`src/shared/rsa_pkg.sv`:
```
// Package with register map, field layout, reset values and timing for the run/stop arbiter.
`default_nettype none
package rsa_pkg;

  // ------------------------------------------------------------
  // Register byte addresses
  // ------------------------------------------------------------
  localparam logic [3:0] ADDR_CONFIG = 4'h0;
  localparam logic [3:0] ADDR_REMOTE = 4'h4;
  localparam logic [3:0] ADDR_STATUS = 4'h8;
  localparam logic [3:0] ADDR_RELAY = 4'hc;

  // ------------------------------------------------------------
  // Field positions
  // ------------------------------------------------------------
  localparam int CFG_SEL_LSB = 0;
  localparam int CFG_ENABLE_BIT = 4;
  localparam int REM_RUN_BIT = 0;
  localparam int REM_STOP_BIT = 1;
  localparam int REM_CLEAR_BIT = 2;
  localparam int RLY_MODE_BIT = 0;
  localparam int RLY_RUN_BIT = 1;
  localparam int RLY_STOP_BIT = 2;

  // ------------------------------------------------------------
  // Reset values and timing
  // ------------------------------------------------------------
  localparam logic [3:0] CFG_SEL_RESET = 4'h0;
  localparam logic CFG_ENABLE_RESET = 1'b0;
  localparam int CLK_MHZ = 50;
  localparam int DIAG_TIME_NS = 1000;
  localparam int DIAG_CYCLES = (DIAG_TIME_NS * CLK_MHZ + 999) / 1000;
  localparam logic [7:0] DIAG_LAST = 8'(DIAG_CYCLES - 1);
  localparam logic [31:0] UNMAPPED_READ = 32'h0000_0000;

  // ------------------------------------------------------------
  // Types
  // ------------------------------------------------------------
  typedef struct packed {
    logic enable;
    logic [3:0] sel;
  } rsa_config_t;

  typedef struct packed {
    logic local_run;
    logic diag_done;
    logic diag_error;
    logic remote_is_run;
    logic remote_active;
    logic running;
  } rsa_status_t;

  typedef enum logic [1:0] {
    RSA_DIAG,
    RSA_READY,
    RSA_FAULT
  } rsa_phase_t;

endpackage
`default_nettype wire

```
`src/design/rsa_arbiter.sv`:
```
// Run/stop arbiter: panel switch, run terminal, remote commands and power-up diagnosis.
`default_nettype none

// Functional notes
// - Panel switch at run means running, except in two-button relay mode.
// - Parameter picks one of sixteen inputs, one of the first eight with SIXTEEN_POINT set.
// - Asserted run terminal forces running state.
// - Terminal low: state follows panel switch, or the button latch in two-button mode.
// - Remote commands force running or stopped.
// - Power-up discards any remote command.
// - After power-up only local sources decide.
// - Remote run restores after remote stop.
// - Local stop-then-run overrides remote stop.
// - Self-diagnosis must pass before running.
module rsa_arbiter #(
  parameter logic SIXTEEN_POINT = 1'b0
) (
  input wire logic ref_clk,
  input wire logic rst,
  input wire logic clk_en,
  input wire logic panel_switch_run,
  input wire logic [15:0] general_inputs,
  input wire logic diag_fault,
  input wire logic [3:0] avs_address,
  input wire logic avs_read,
  input wire logic avs_write,
  input wire logic [31:0] avs_writedata,
  output logic [31:0] avs_readdata,
  output logic avs_waitrequest,
  output logic running,
  output logic error_led
);

  // ------------------------------------------------------------
  // Input synchronisers
  // ------------------------------------------------------------
  logic [16:0] pin_meta;
  logic [16:0] pin_sync;

  always_ff @(posedge ref_clk) begin
    if (rst) begin
      pin_meta <= 17'h0_0000;
      pin_sync <= 17'h0_0000;
    end else if (clk_en) begin
      pin_meta <= {panel_switch_run, general_inputs};
      pin_sync <= pin_meta;
    end
  end

  // ------------------------------------------------------------
  // Bus slave
  // ------------------------------------------------------------
  rsa_pkg::rsa_config_t cfg;
  rsa_pkg::rsa_status_t status;
  logic two_button_mode_relay;
  logic wr_fire;
  logic rd_take;

  // A request is held one cycle with waitrequest high, then taken.
  assign rd_take = avs_read && avs_waitrequest;
  assign wr_fire = avs_write && !avs_waitrequest;

  always_ff @(posedge ref_clk) begin
    if (rst) begin
      avs_waitrequest <= 1'b1;
    end else if (clk_en) begin
      avs_waitrequest <= !((avs_read || avs_write) && avs_waitrequest);
    end
  end

  always_ff @(posedge ref_clk) begin
    if (rst) begin
      avs_readdata <= rsa_pkg::UNMAPPED_READ;
    end else if (clk_en && rd_take) begin
      unique case (avs_address)
        rsa_pkg::ADDR_CONFIG: avs_readdata <= {27'h000_0000, cfg};
        rsa_pkg::ADDR_STATUS: avs_readdata <= {26'h000_0000, status};
        rsa_pkg::ADDR_RELAY: avs_readdata <= {31'h0000_0000, two_button_mode_relay};
        default: avs_readdata <= rsa_pkg::UNMAPPED_READ;
      endcase
    end
  end

  // With SIXTEEN_POINT set, only the first eight inputs can be picked.
  logic [3:0] next_sel;
  assign next_sel = SIXTEEN_POINT ?
    {1'b0, avs_writedata[rsa_pkg::CFG_SEL_LSB +: 3]} :
    avs_writedata[rsa_pkg::CFG_SEL_LSB +: 4];

  always_ff @(posedge ref_clk) begin
    if (rst) begin
      cfg.sel <= rsa_pkg::CFG_SEL_RESET;
      cfg.enable <= rsa_pkg::CFG_ENABLE_RESET;
    end else if (clk_en && wr_fire && avs_address == rsa_pkg::ADDR_CONFIG) begin
      cfg.sel <= next_sel;
      cfg.enable <= avs_writedata[rsa_pkg::CFG_ENABLE_BIT];
    end
  end

  logic remote_run_cmd;
  logic remote_stop_cmd;
  logic remote_clear_cmd;
  logic relay_run_cmd;
  logic relay_stop_cmd;

  assign remote_run_cmd = wr_fire && avs_address == rsa_pkg::ADDR_REMOTE &&
    avs_writedata[rsa_pkg::REM_RUN_BIT];
  assign remote_stop_cmd = wr_fire && avs_address == rsa_pkg::ADDR_REMOTE &&
    avs_writedata[rsa_pkg::REM_STOP_BIT];
  assign remote_clear_cmd = wr_fire && avs_address == rsa_pkg::ADDR_REMOTE &&
    avs_writedata[rsa_pkg::REM_CLEAR_BIT];
  assign relay_run_cmd = wr_fire && avs_address == rsa_pkg::ADDR_RELAY &&
    avs_writedata[rsa_pkg::RLY_RUN_BIT];
  assign relay_stop_cmd = wr_fire && avs_address == rsa_pkg::ADDR_RELAY &&
    avs_writedata[rsa_pkg::RLY_STOP_BIT];

  always_ff @(posedge ref_clk) begin
    if (rst) begin
      two_button_mode_relay <= 1'b0;
    end else if (clk_en && wr_fire && avs_address == rsa_pkg::ADDR_RELAY) begin
      two_button_mode_relay <= avs_writedata[rsa_pkg::RLY_MODE_BIT];
    end
  end

  // ------------------------------------------------------------
  // Local run sources
  // ------------------------------------------------------------
  logic button_latch;
  logic terminal_run;
  logic switch_run;
  logic local_run;
  logic local_run_q;

  // The user program pulses the forced relays; stop dominates.
  always_ff @(posedge ref_clk) begin
    if (rst) begin
      button_latch <= 1'b0;
    end else if (clk_en) begin
      if (!two_button_mode_relay || relay_stop_cmd) begin
        button_latch <= 1'b0;
      end else if (relay_run_cmd) begin
        button_latch <= 1'b1;
      end
    end
  end

  assign terminal_run = cfg.enable && pin_sync[cfg.sel];
  assign switch_run = two_button_mode_relay ? button_latch : pin_sync[16];
  assign local_run = terminal_run || switch_run;

  always_ff @(posedge ref_clk) begin
    if (rst) begin
      local_run_q <= 1'b0;
    end else if (clk_en) begin
      local_run_q <= local_run;
    end
  end

  // ------------------------------------------------------------
  // Remote override
  // ------------------------------------------------------------
  logic remote_active;
  logic remote_is_run;

  // Reset clears the override; a local stop-to-run edge also ends it.
  always_ff @(posedge ref_clk) begin
    if (rst) begin
      remote_active <= 1'b0;
      remote_is_run <= 1'b0;
    end else if (clk_en) begin
      if (remote_run_cmd || remote_stop_cmd) begin
        remote_active <= 1'b1;
        remote_is_run <= remote_run_cmd && !remote_stop_cmd;
      end else if (remote_clear_cmd || (local_run && !local_run_q)) begin
        remote_active <= 1'b0;
      end
    end
  end

  // ------------------------------------------------------------
  // Power-up self-diagnosis
  // ------------------------------------------------------------
  rsa_pkg::rsa_phase_t phase;
  logic [7:0] diag_count;
  logic bad_param;

  assign bad_param = SIXTEEN_POINT && cfg.sel[3];

  always_ff @(posedge ref_clk) begin
    if (rst) begin
      phase <= rsa_pkg::RSA_DIAG;
      diag_count <= 8'h00;
    end else if (clk_en) begin
      unique case (phase)
        rsa_pkg::RSA_DIAG: begin
          if (diag_fault || bad_param) begin
            phase <= rsa_pkg::RSA_FAULT;
          end else if (diag_count == rsa_pkg::DIAG_LAST) begin
            phase <= rsa_pkg::RSA_READY;
          end else begin
            diag_count <= diag_count + 8'h01;
          end
        end
        rsa_pkg::RSA_READY: phase <= rsa_pkg::RSA_READY;
        rsa_pkg::RSA_FAULT: phase <= rsa_pkg::RSA_FAULT;
      endcase
    end
  end

  // ------------------------------------------------------------
  // Outputs
  // ------------------------------------------------------------
  logic next_running;

  assign next_running = (phase == rsa_pkg::RSA_READY) &&
    (remote_active ? remote_is_run : local_run);

  always_ff @(posedge ref_clk) begin
    if (rst) begin
      running <= 1'b0;
      error_led <= 1'b0;
    end else if (clk_en) begin
      running <= next_running;
      error_led <= phase == rsa_pkg::RSA_FAULT;
    end
  end

  assign status.running = running;
  assign status.remote_active = remote_active;
  assign status.remote_is_run = remote_is_run;
  assign status.diag_error = error_led;
  assign status.diag_done = phase != rsa_pkg::RSA_DIAG;
  assign status.local_run = local_run;

endmodule // rsa_arbiter
`default_nettype wire

```
`config.mk`:
```
export PLATFORM = sky130hd
export DESIGN_NAME = rsa_arbiter
export DESIGN_NICKNAME = d
export VERILOG_FILES = /design/src/shared/rsa_pkg.sv /design/src/design/rsa_arbiter.sv
export SDC_FILE = /design/constraint.sdc
export NUM_CORES = 1
export LEC_CHECK = 0
export ABC_AREA = 0
export BUFFER_PORTS_ARGS = -buffer_cell sky130_fd_sc_hd__buf_2
export CORE_ASPECT_RATIO = 0.5
export CORE_MARGIN = 2
export CORE_UTILIZATION = 25
export CTS_CLUSTER_DIAMETER = 120
export CTS_CLUSTER_SIZE = 30
export DETAILED_ROUTE_END_ITERATION = 12
export PLACE_DENSITY = 0.41
export SETUP_SLACK_MARGIN = 0.3
export SYNTH_ARGS = -nofsm -noshare
export SYNTH_HDL_FRONTEND = slang
export SYNTH_SLANG_ARGS = --single-unit
```
`constraint.sdc`:
```
create_clock -name ref_clk -period 2.8 [get_ports ref_clk]
set_input_delay 0.14 -clock ref_clk [delete_from_list [all_inputs] [get_ports ref_clk]]
set_output_delay 0.14 -clock ref_clk [all_outputs]
set_load 0.01 [all_outputs]
```
=== After elaboration in Yosys (flattened, before gate mapping) ===
Index checks and enable logic that the tools add are counted.

* Multiplexer cells: 12
* Add/subtract/negate cells: 1
* Reduce and logical (&&, ||, !) cells: 38
* Magnitude comparators: 1
* Bitwise operators: 2
* Eq/ne operators: 7

{| class="wikitable"
|+ Operator list
! kind !! number
|-
| 1-bit logical AND || 18
|-
| 6-bit one-hot mux with 3 select lines || 1
|-
| 8-bit by 1-bit adder with 8-bit output, second input constant || 1
|-
| 4-bit equality test, second input constant || 2
|-
| 8-bit by 6-bit equality test with 1-bit output, second input constant || 1
|-
| 2-bit AND reduction || 4
|-
| 1-bit two-way mux || 7
|-
| 4-bit by 6-bit less-than comparator with 1-bit output, second input constant || 1
|-
| 2-bit one-hot mux with 3 select lines || 1
|-
| 2-bit nonzero test || 3
|-
| 1-bit zero test || 5
|-
| 1-bit logical OR || 5
|-
| 1-bit binary-select mux with 4-bit select || 1
|-
| 4-bit by 3-bit equality test with 1-bit output, second input constant || 1
|-
| 4-bit zero test || 1
|-
| 2-bit two-way mux || 2
|-
| 4-bit AND reduction || 1
|-
| 3-bit inequality test, second input constant || 1
|-
| 2-bit by 1-bit equality test with 1-bit output, second input constant || 1
|-
| 2-bit equality test, second input constant || 1
|-
| 2-bit zero test || 1
|-
| 1-bit inverter || 2
|}

* Word-level logic and storage cells: 76
* Input bits: 59
* Output and inout port bits: 35
* Bits in registers: 89

=== Longest topological paths before layout ===
Gate-level depths: netlist of the first run.

* Word-level depth: 8
* Mapped depth: 6

=== Worst setup path after synthesis of the first run ===
Ideal clock, no wire load.

* Path type: register -> register
* Start: register cfg[0] (netlist name)
* End: register local_run_q
* Setup slack: 1268 ps
* Arrival time: 1398 ps
* Cell stages (with the launch flop): 6
* Required time: 2665 ps
* Cell sequence: dfxtp_1 > buf_6 > mux4_2 > or2_1 > a31oi_4 > a311oi_1

* Word-level cells in the longest chain between the ends: 4

{| class="wikitable"
|+ RTL lines
! what !! line !! source
|-
| from (decl) || rsa_arbiter.sv:53 || <nowiki>rsa_pkg::rsa_config_t cfg;</nowiki>
|-
| 1-bit binary-select mux with 4-bit select || rsa_arbiter.sv:147 || <nowiki>assign terminal_run = cfg.enable && pin_sync[cfg.sel];</nowiki>
|-
| 1-bit two-way mux (not written as such) || rsa_arbiter.sv:147 ||
|-
| 1-bit logical AND || rsa_arbiter.sv:147 ||
|-
| 1-bit logical OR || rsa_arbiter.sv:149 || <nowiki>assign local_run = terminal_run || switch_run;</nowiki>
|-
| to (signal assigned) || rsa_arbiter.sv:155 || <nowiki>local_run_q <= local_run;</nowiki>
|-
| to (decl) || rsa_arbiter.sv:132 || <nowiki>logic local_run_q;</nowiki>
|}

No other way between the ends. The select of a mux whose other input is x is not followed.
A chain may end at the register's enable or synchronous reset.

=== Final worst setup path of the first run ===
Ends and elaborated chain as after synthesis.

==> results of run 1 <==
==> cells by family after synthesis <==
logic type	Yosys count	share of synthesized area, %
buffers and inverters	48	9.865
xor gates and xnor gates	6	1.771
other	1	0.1264
adders and majority gates	5	2.108
AOI/OAI and AO/OA	35	9.233
muxes	52	19.22
DFF	63	42.50
and+or+nand+nor	91	15.18
==> through the flow <==
| step | instance area, µm² | std cells | power [W] |
|---|---|---|---|
| 6_report | 3538 | 508 | 0.002310 |
| 5_1_grt | 3538 | 508 | 0.002406 |
| 4_1_cts | 3538 | 508 | 0.002343 |
| 3_5_place_dp | 3224 | 493 | 0.001153 |
| 3_3_place_gp | 3224 | 493 | 0.001146 |
| 2_1_floorplan | 3062 | 326 | 0.001122 |
==> layout by cell type (no fill, tap or decap), types with 4 or more instances in the layout <==
cell type	n
a22oi_1	5
a31oi_1	4
inv_1	7
a21oi_1	7
xor2_1	5
a311oi_1	7
conb_1	26
ha_1	5
nor2_1	58
dfxtp_1	63
mux2i_1	45
buf_2	40
nand3_1	6
clkbuf_16	9
==> sequential cells by signal (all words and copies together) (netlist names) <==
signal	count
cfg	5
pin_sync	17
two_button_mode_relay	1
diag_count	8
avs_readdata	6
phase	2
remote_active	1
pin_meta	17
running	1
button_latch	1
remote_is_run	1
error_led	1
local_run_q	1
avs_waitrequest	1
==> tightest hold or removal path, delay by kind of cell <==
kind	cells	cell delay, ns
multiplexers	1	0.05
buffers and inverters	1	0.07
AND/OR/NAND/NOR	1	0.07
==> cell type report <==
| type | instances | area share [%] |
|---|---|---|
| multi-input cells | 215 | 42.61 |
| flip-flops and latches | 63 | 35.64 |
| clock buffers | 12 | 6.966 |
| repair buffers | 43 | 6.294 |
| well taps | 165 | 5.835 |
| clock inverters | 3 | 1.909 |
| inverters | 7 | 0.7426 |
==> layer usage <==
metal / vias up / routed length (µm)
met5: - / 0
met3: 7 / 272
met1: 992 / 2837
met4: 0 / 65
met2: 48 / 2942
li1: 1077 / -
==> how the worst max path moves through the flow <==
stage	slack, ns	to
final	0.99	local_run_q$_SDFFE_PP0P_
after detailed placement	0.96	local_run_q$_SDFFE_PP0P_
after floorplan	1.27	local_run_q$_SDFFE_PP0P_
after global routing	0.86	local_run_q$_SDFFE_PP0P_
after CTS	0.96	local_run_q$_SDFFE_PP0P_
after global placement	0.95	avs_readdata[5]$_SDFFE_PP0P_
==> power breakdown <==
group / internal (W) / switching (W)
registers: 0.000930 / 0.0000225
logic: 0.0000741 / 0.000106
clock network: 0.000798 / 0.000379
total: 0.00180 / 0.000508
==> impl_metrics.tcl, run 1 <==
set metrics [dict create \
    portBuffers 40 \
    maxCapViolCount 0 \
    use_met2_pct 17.48 \
    seq_area_um2 1261 \
    worst_slack_ns 0.9902 \
    holdWs_ns 0.04509 \
    gp_congestion 0.6784 \
    ys_seq_area_share_pct 42.50 \
    synth_cells 301 \
    grt-busiest-layer "met2" \
    yosysMostFrequentCell "dfxtp_1" \
    yosys.area.top_type "dfxtp_1" \
    r2r-end "local_run_q$_SDFFE_PP0P_" \
    post_cts_buffers 0 \
    synth_area_leaders "dfxtp_1 42%, mux2i_1 15%, nor2_1 7.3%" \
    syn_avg_cell_area_um2 9.860 \
    critPathSlowestCell "dfxtp_1" \
    holdBufCountCts 0 \
    finalHoldViolCount 0 \
    rows 28 \
    die_h_um 81.05 \
    worst_pin_slew_ns 0.5355 \
    start_util_pct 25.36 \
    antenna_cells 0 \
    finalSetupTns_ns 0 \
    ff2ff_setup_slack_ns 0.99 \
    cp_num_buf_inv 0 \
    crit_path_end_kind "flop" \
    critPathTopFamily "flip-flops" \
    synth_top_cell_area_share_pct 42.50 \
    drtIter0Drc 82 \
    synth-edff-count 0 \
    whs_path_depth 3 \
    hold_class "input pin to flop" \
    synthDistinctLibCells 51 \
    rsz0062_at_grt "no" \
    ys_ff_latch 63 \
    use_met1_pct 12.08 \
    clock-root-buffer "clkbuf_16" \
    slew_violations 0 \
    cts_tree "built" \
    drc 0 \
    overflow 0 \
    min_from "general_inputs[8]" \
    crit_path_start_kind "flop" \
    ys_warn_count 0 \
    hold_path_end "pin_meta[8]$_SDFFE_PP0P_" \
    crit_start "cfg[0]$_SDFFE_PP0P_" \
    worstPathCellList "mux4_2 > or2_1 > a31oi_4 > a311oi_1" \
    period_needed_ns 1.810 \
    grt_start_max_net_pins 37 \
    peakVddDrop_mv 0.2638 \
    status "completed" \
    clk_latency_ns 0.33 \
    viasPerCell 4.181 \
    multi_input_area_um2 1508 \
    area_growth_pct 19.22 \
    core_area_um2 11700 \
    firstDrtPassIters 4 \
    clk_pin_slew_ns 0.05 \
    grt_pass1_wl_um 10030 \
    dp_hpwl_um 4356 \
    dieArea_um2 12810 \
    synth_common_cells "63 x dfxtp_1, 58 x nor2_1, 45 x mux2i_1" \
    max_stage_delay_ns 0.56 \
    critPathMaxFanout 7 \
    worst-path-stages 4 \
    worstSetupPathType "flop to flop" \
    ys.flop_type "dfxtp_1" \
    r2r_cells 4 \
    nets 403 \
    leakage_nw 1.534 \
    crit_arrival_ns 2.00 \
    met3_usage_pct 3.789 \
    grt_pass1_vias 2019 \
    post_cts_resized 0 \
    skew_ns 0.004886 \
    wl_per_cell_um 12.04 \
    ios 94 \
    netlist_area_um2 2968 \
    final_core_util_pct 30.24 \
    routed_wirelength_um 6118 \
    grtUsageTotal_pct 10.30 \
    die_w_um 158.1 \
    drive_gt1_share_pct 18.66 \
    fin_crit_sh_pct 64.64 \
    antenna_left 0 \
    place_ws_ns 0.9627 \
    power_density_nw_per_um2 652.8 \
    cts_max_level 3 \
    clock_tree.buffer_depth 2 \
    r2r-start "cfg[0]$_SDFFE_PP0P_" \
    synth_async_sr_flop_share_pct 0 \
    setup_viol 0 \
    fillers 1247 \
    worst-endpoint-required_ns 2.99 \
    via_count 2124 \
    max_slew_margin_pct 64.30 \
    cts_buffers 9 \
    clock.fmax_mhz 552.5 \
    antenna_found_initial 0 \
    clock-sinks 63 \
]
(Power assumes the default switching activity.)
==> run 2: changes to the inputs <==
Settings changed: PLACE_DENSITY 0.41 to 0.43.
Clock period 2.8 ns to 1.5 ns, I/O delays scaled along.
==> impl_metrics.tcl, run 2 (synthesized netlist as in run 1, its figures left out) <==
set metrics [dict create \
    reg_top3 "pin_meta: 17 flops, pin_sync: 17 flops, diag_count: 8 flops" \
    core_area_um2 11700 \
    final_core_util_pct 34.88 \
    drtIter0Drc 58 \
    cts_tree "built" \
    die_h_um 81.05 \
    drive_gt1_share_pct 31.59 \
    drc 0 \
    dp_hpwl_um 4561 \
    skew_ns 0.003896 \
    violations "negative setup slack" \
    switching_share_pct 24.35 \
    use_met2_pct 19.39 \
    worst_slack_ns -0.03638 \
    seq_area_um2 1285 \
    pwr-share-comb_pct 11.0 \
    wl_per_cell_um 12.21 \
    area_growth_pct 37.52 \
    use_met1_pct 13.10 \
    cts_buffers 9 \
    r2r_cells 4 \
    crit_path_start_kind "flop" \
    hold_class "input pin to flop" \
    clk_latency_ns 0.33 \
    p_switching_w 0.001052 \
    die_w_um 158.1 \
    period_needed_ns 1.536 \
    worst-endpoint-required_ns 1.70 \
    grt_pass1_wl_um 10930 \
    antenna_left 0 \
    clk_pin_slew_ns 0.05 \
    r2r-start "cfg[0]$_SDFFE_PP0P_" \
    fin_crit_sh_pct 102.4 \
    grt_pass1_vias 2217 \
    cts_max_level 3 \
    critPathMaxFanout 4 \
    ff2ff_setup_slack_ns -0.04 \
    antenna_cells 0 \
    viasPerCell 4.186 \
    grt-busiest-layer "met2" \
    clock-sinks 63 \
    crit_path_end_kind "flop" \
    maxCapViolCount 0 \
    stdcell_area_um2 4081 \
    layout_common_cells "58 x nor2_1, 54 x dfxtp_1, 45 x mux2i_1, 40 x buf_2, 26 x conb_1" \
    rows 28 \
    firstDrtPassIters 4 \
    crit_arrival_ns 1.74 \
    status "complete, but fails checks" \
    portBuffers 40 \
    rsz0062_at_grt "yes" \
    peakVddDrop_mv 0.4184 \
    power_density_nw_per_um2 1058 \
    endpoint "running$_SDFFE_PP0P_" \
    clock.fmax_mhz 650.9 \
    finalHoldViolCount 0 \
    setup_viol 4 \
    via_count 2294 \
    overflow 0 \
    antenna_found_initial 0 \
    grt_start_max_net_pins 41 \
    slew_violations 0 \
    r2r-end "running$_SDFFE_PP0P_" \
    p_seq_share_pct 41.1 \
    gp_congestion 0.7049 \
    place_ws_ns -0.06052 \
    p_clk_share_pct 48.0 \
    grtUsageTotal_pct 11.15 \
    crit_start "cfg[0]$_SDFFE_PP0P_" \
    met3_usage_pct 3.842 \
    layout_commonest_cell "nor2_1" \
    start_util_pct 25.36 \
    multi_input_area_um2 1674 \
    whs_path_depth 3 \
    fillers 1189 \
    nets 442 \
    routed_wirelength_um 6691 \
    leakage_nw 1.747 \
    clock-root-buffer "clkbuf_16" \
    clock_tree.buffer_depth 2 \
    place_area_um2 3357 \
    finalPower_w 0.004318 \
    worstSetupPathType "flop to flop" \
    ios 94 \
    dieArea_um2 12810 \
    p_int_w 0.003267 \
]
==> run 2: changes by cell type in the layout (fill, tap and decap cells not counted), sizes merged <==
cell	delta
inv	+2
buf	+20
bufinv	-2
clkbuf	+1
dlygate4sd3	+19
==> run 2: repair_timing <==
action / CTS / global route
setup buffers: 8 / 3
endpoints found under the hold margin: 19 / 0
cloned: 0 / 0
pin swaps: 20 / 19
hold buffers: 19 / 0
setup endpoints to repair: 22 / 27
gates resized for setup: 20 / 14
==> run 2: worst max-delay path: stages, from the launching register on <==
cell      delay [ns]
dfxtp_4         0.37
mux4_2          0.49
or2_1           0.25
a31oi_4         0.19
a311oi_1        0.11
==> run 2: how the worst min path moves through the flow <==
| stage | startpoint | end |
|---|---|---|
| 2_1_floorplan | avs_writedata[2] | button_latch$_SDFFE_PP0P_ |
| 3_3_place_gp | general_inputs[8] | pin_meta[8]$_SDFFE_PP0P_ |
| 3_5_place_dp | general_inputs[8] | pin_meta[8]$_SDFFE_PP0P_ |
| 4_1_cts | general_inputs[15] | pin_meta[15]$_SDFFE_PP0P_ |
| 5_1_grt | general_inputs[15] | pin_meta[15]$_SDFFE_PP0P_ |
| 6_report | general_inputs[15] | pin_meta[15]$_SDFFE_PP0P_ |
==> run 2: metal layers <==
layer,up-vias,part of all wire (%)
li1,1157,-
met1,1086,46
met4,0,1.5
met5,-,0
met2,44,49
met3,7,3.4
==> run 2: power by group through the flow <==
stage | sequential [W] | combinational (W) | clock, W
floorplan | 0.00180 | 0.000307 | 0
global placement | 0.00181 | 0.000358 | 0
detailed placement | 0.00182 | 0.000371 | 0
CTS | 0.00177 | 0.000450 | 0.00215
global route | 0.00178 | 0.000528 | 0.00221
finish | 0.00177 | 0.000474 | 0.00207
==> run 2: cell type report <==
class | instances | area share, %
Sequential cell | 63 | 31.48
Multi-Input combinational cell | 215 | 41.02
Clock inverter | 3 | 0.5518
Clock buffer | 13 | 6.867
Tap cell | 165 | 5.058
Timing Repair Buffer | 82 | 14.38
Inverter | 7 | 0.6438
==> run 2: stage by stage <==
step | hold WS (ns) | instances | setup TNS (ns)
after floorplan | 0.1665 | 326 | -0.06568
after global placement | 0.3116 | 502 | -0.2335
after detailed placement | 0.3164 | 502 | -0.2336
after CTS | 0.002091 | 545 | -0.1998
after global routing | 0.02433 | 548 | -0.3579
final | 0.004684 | 548 | -0.1157
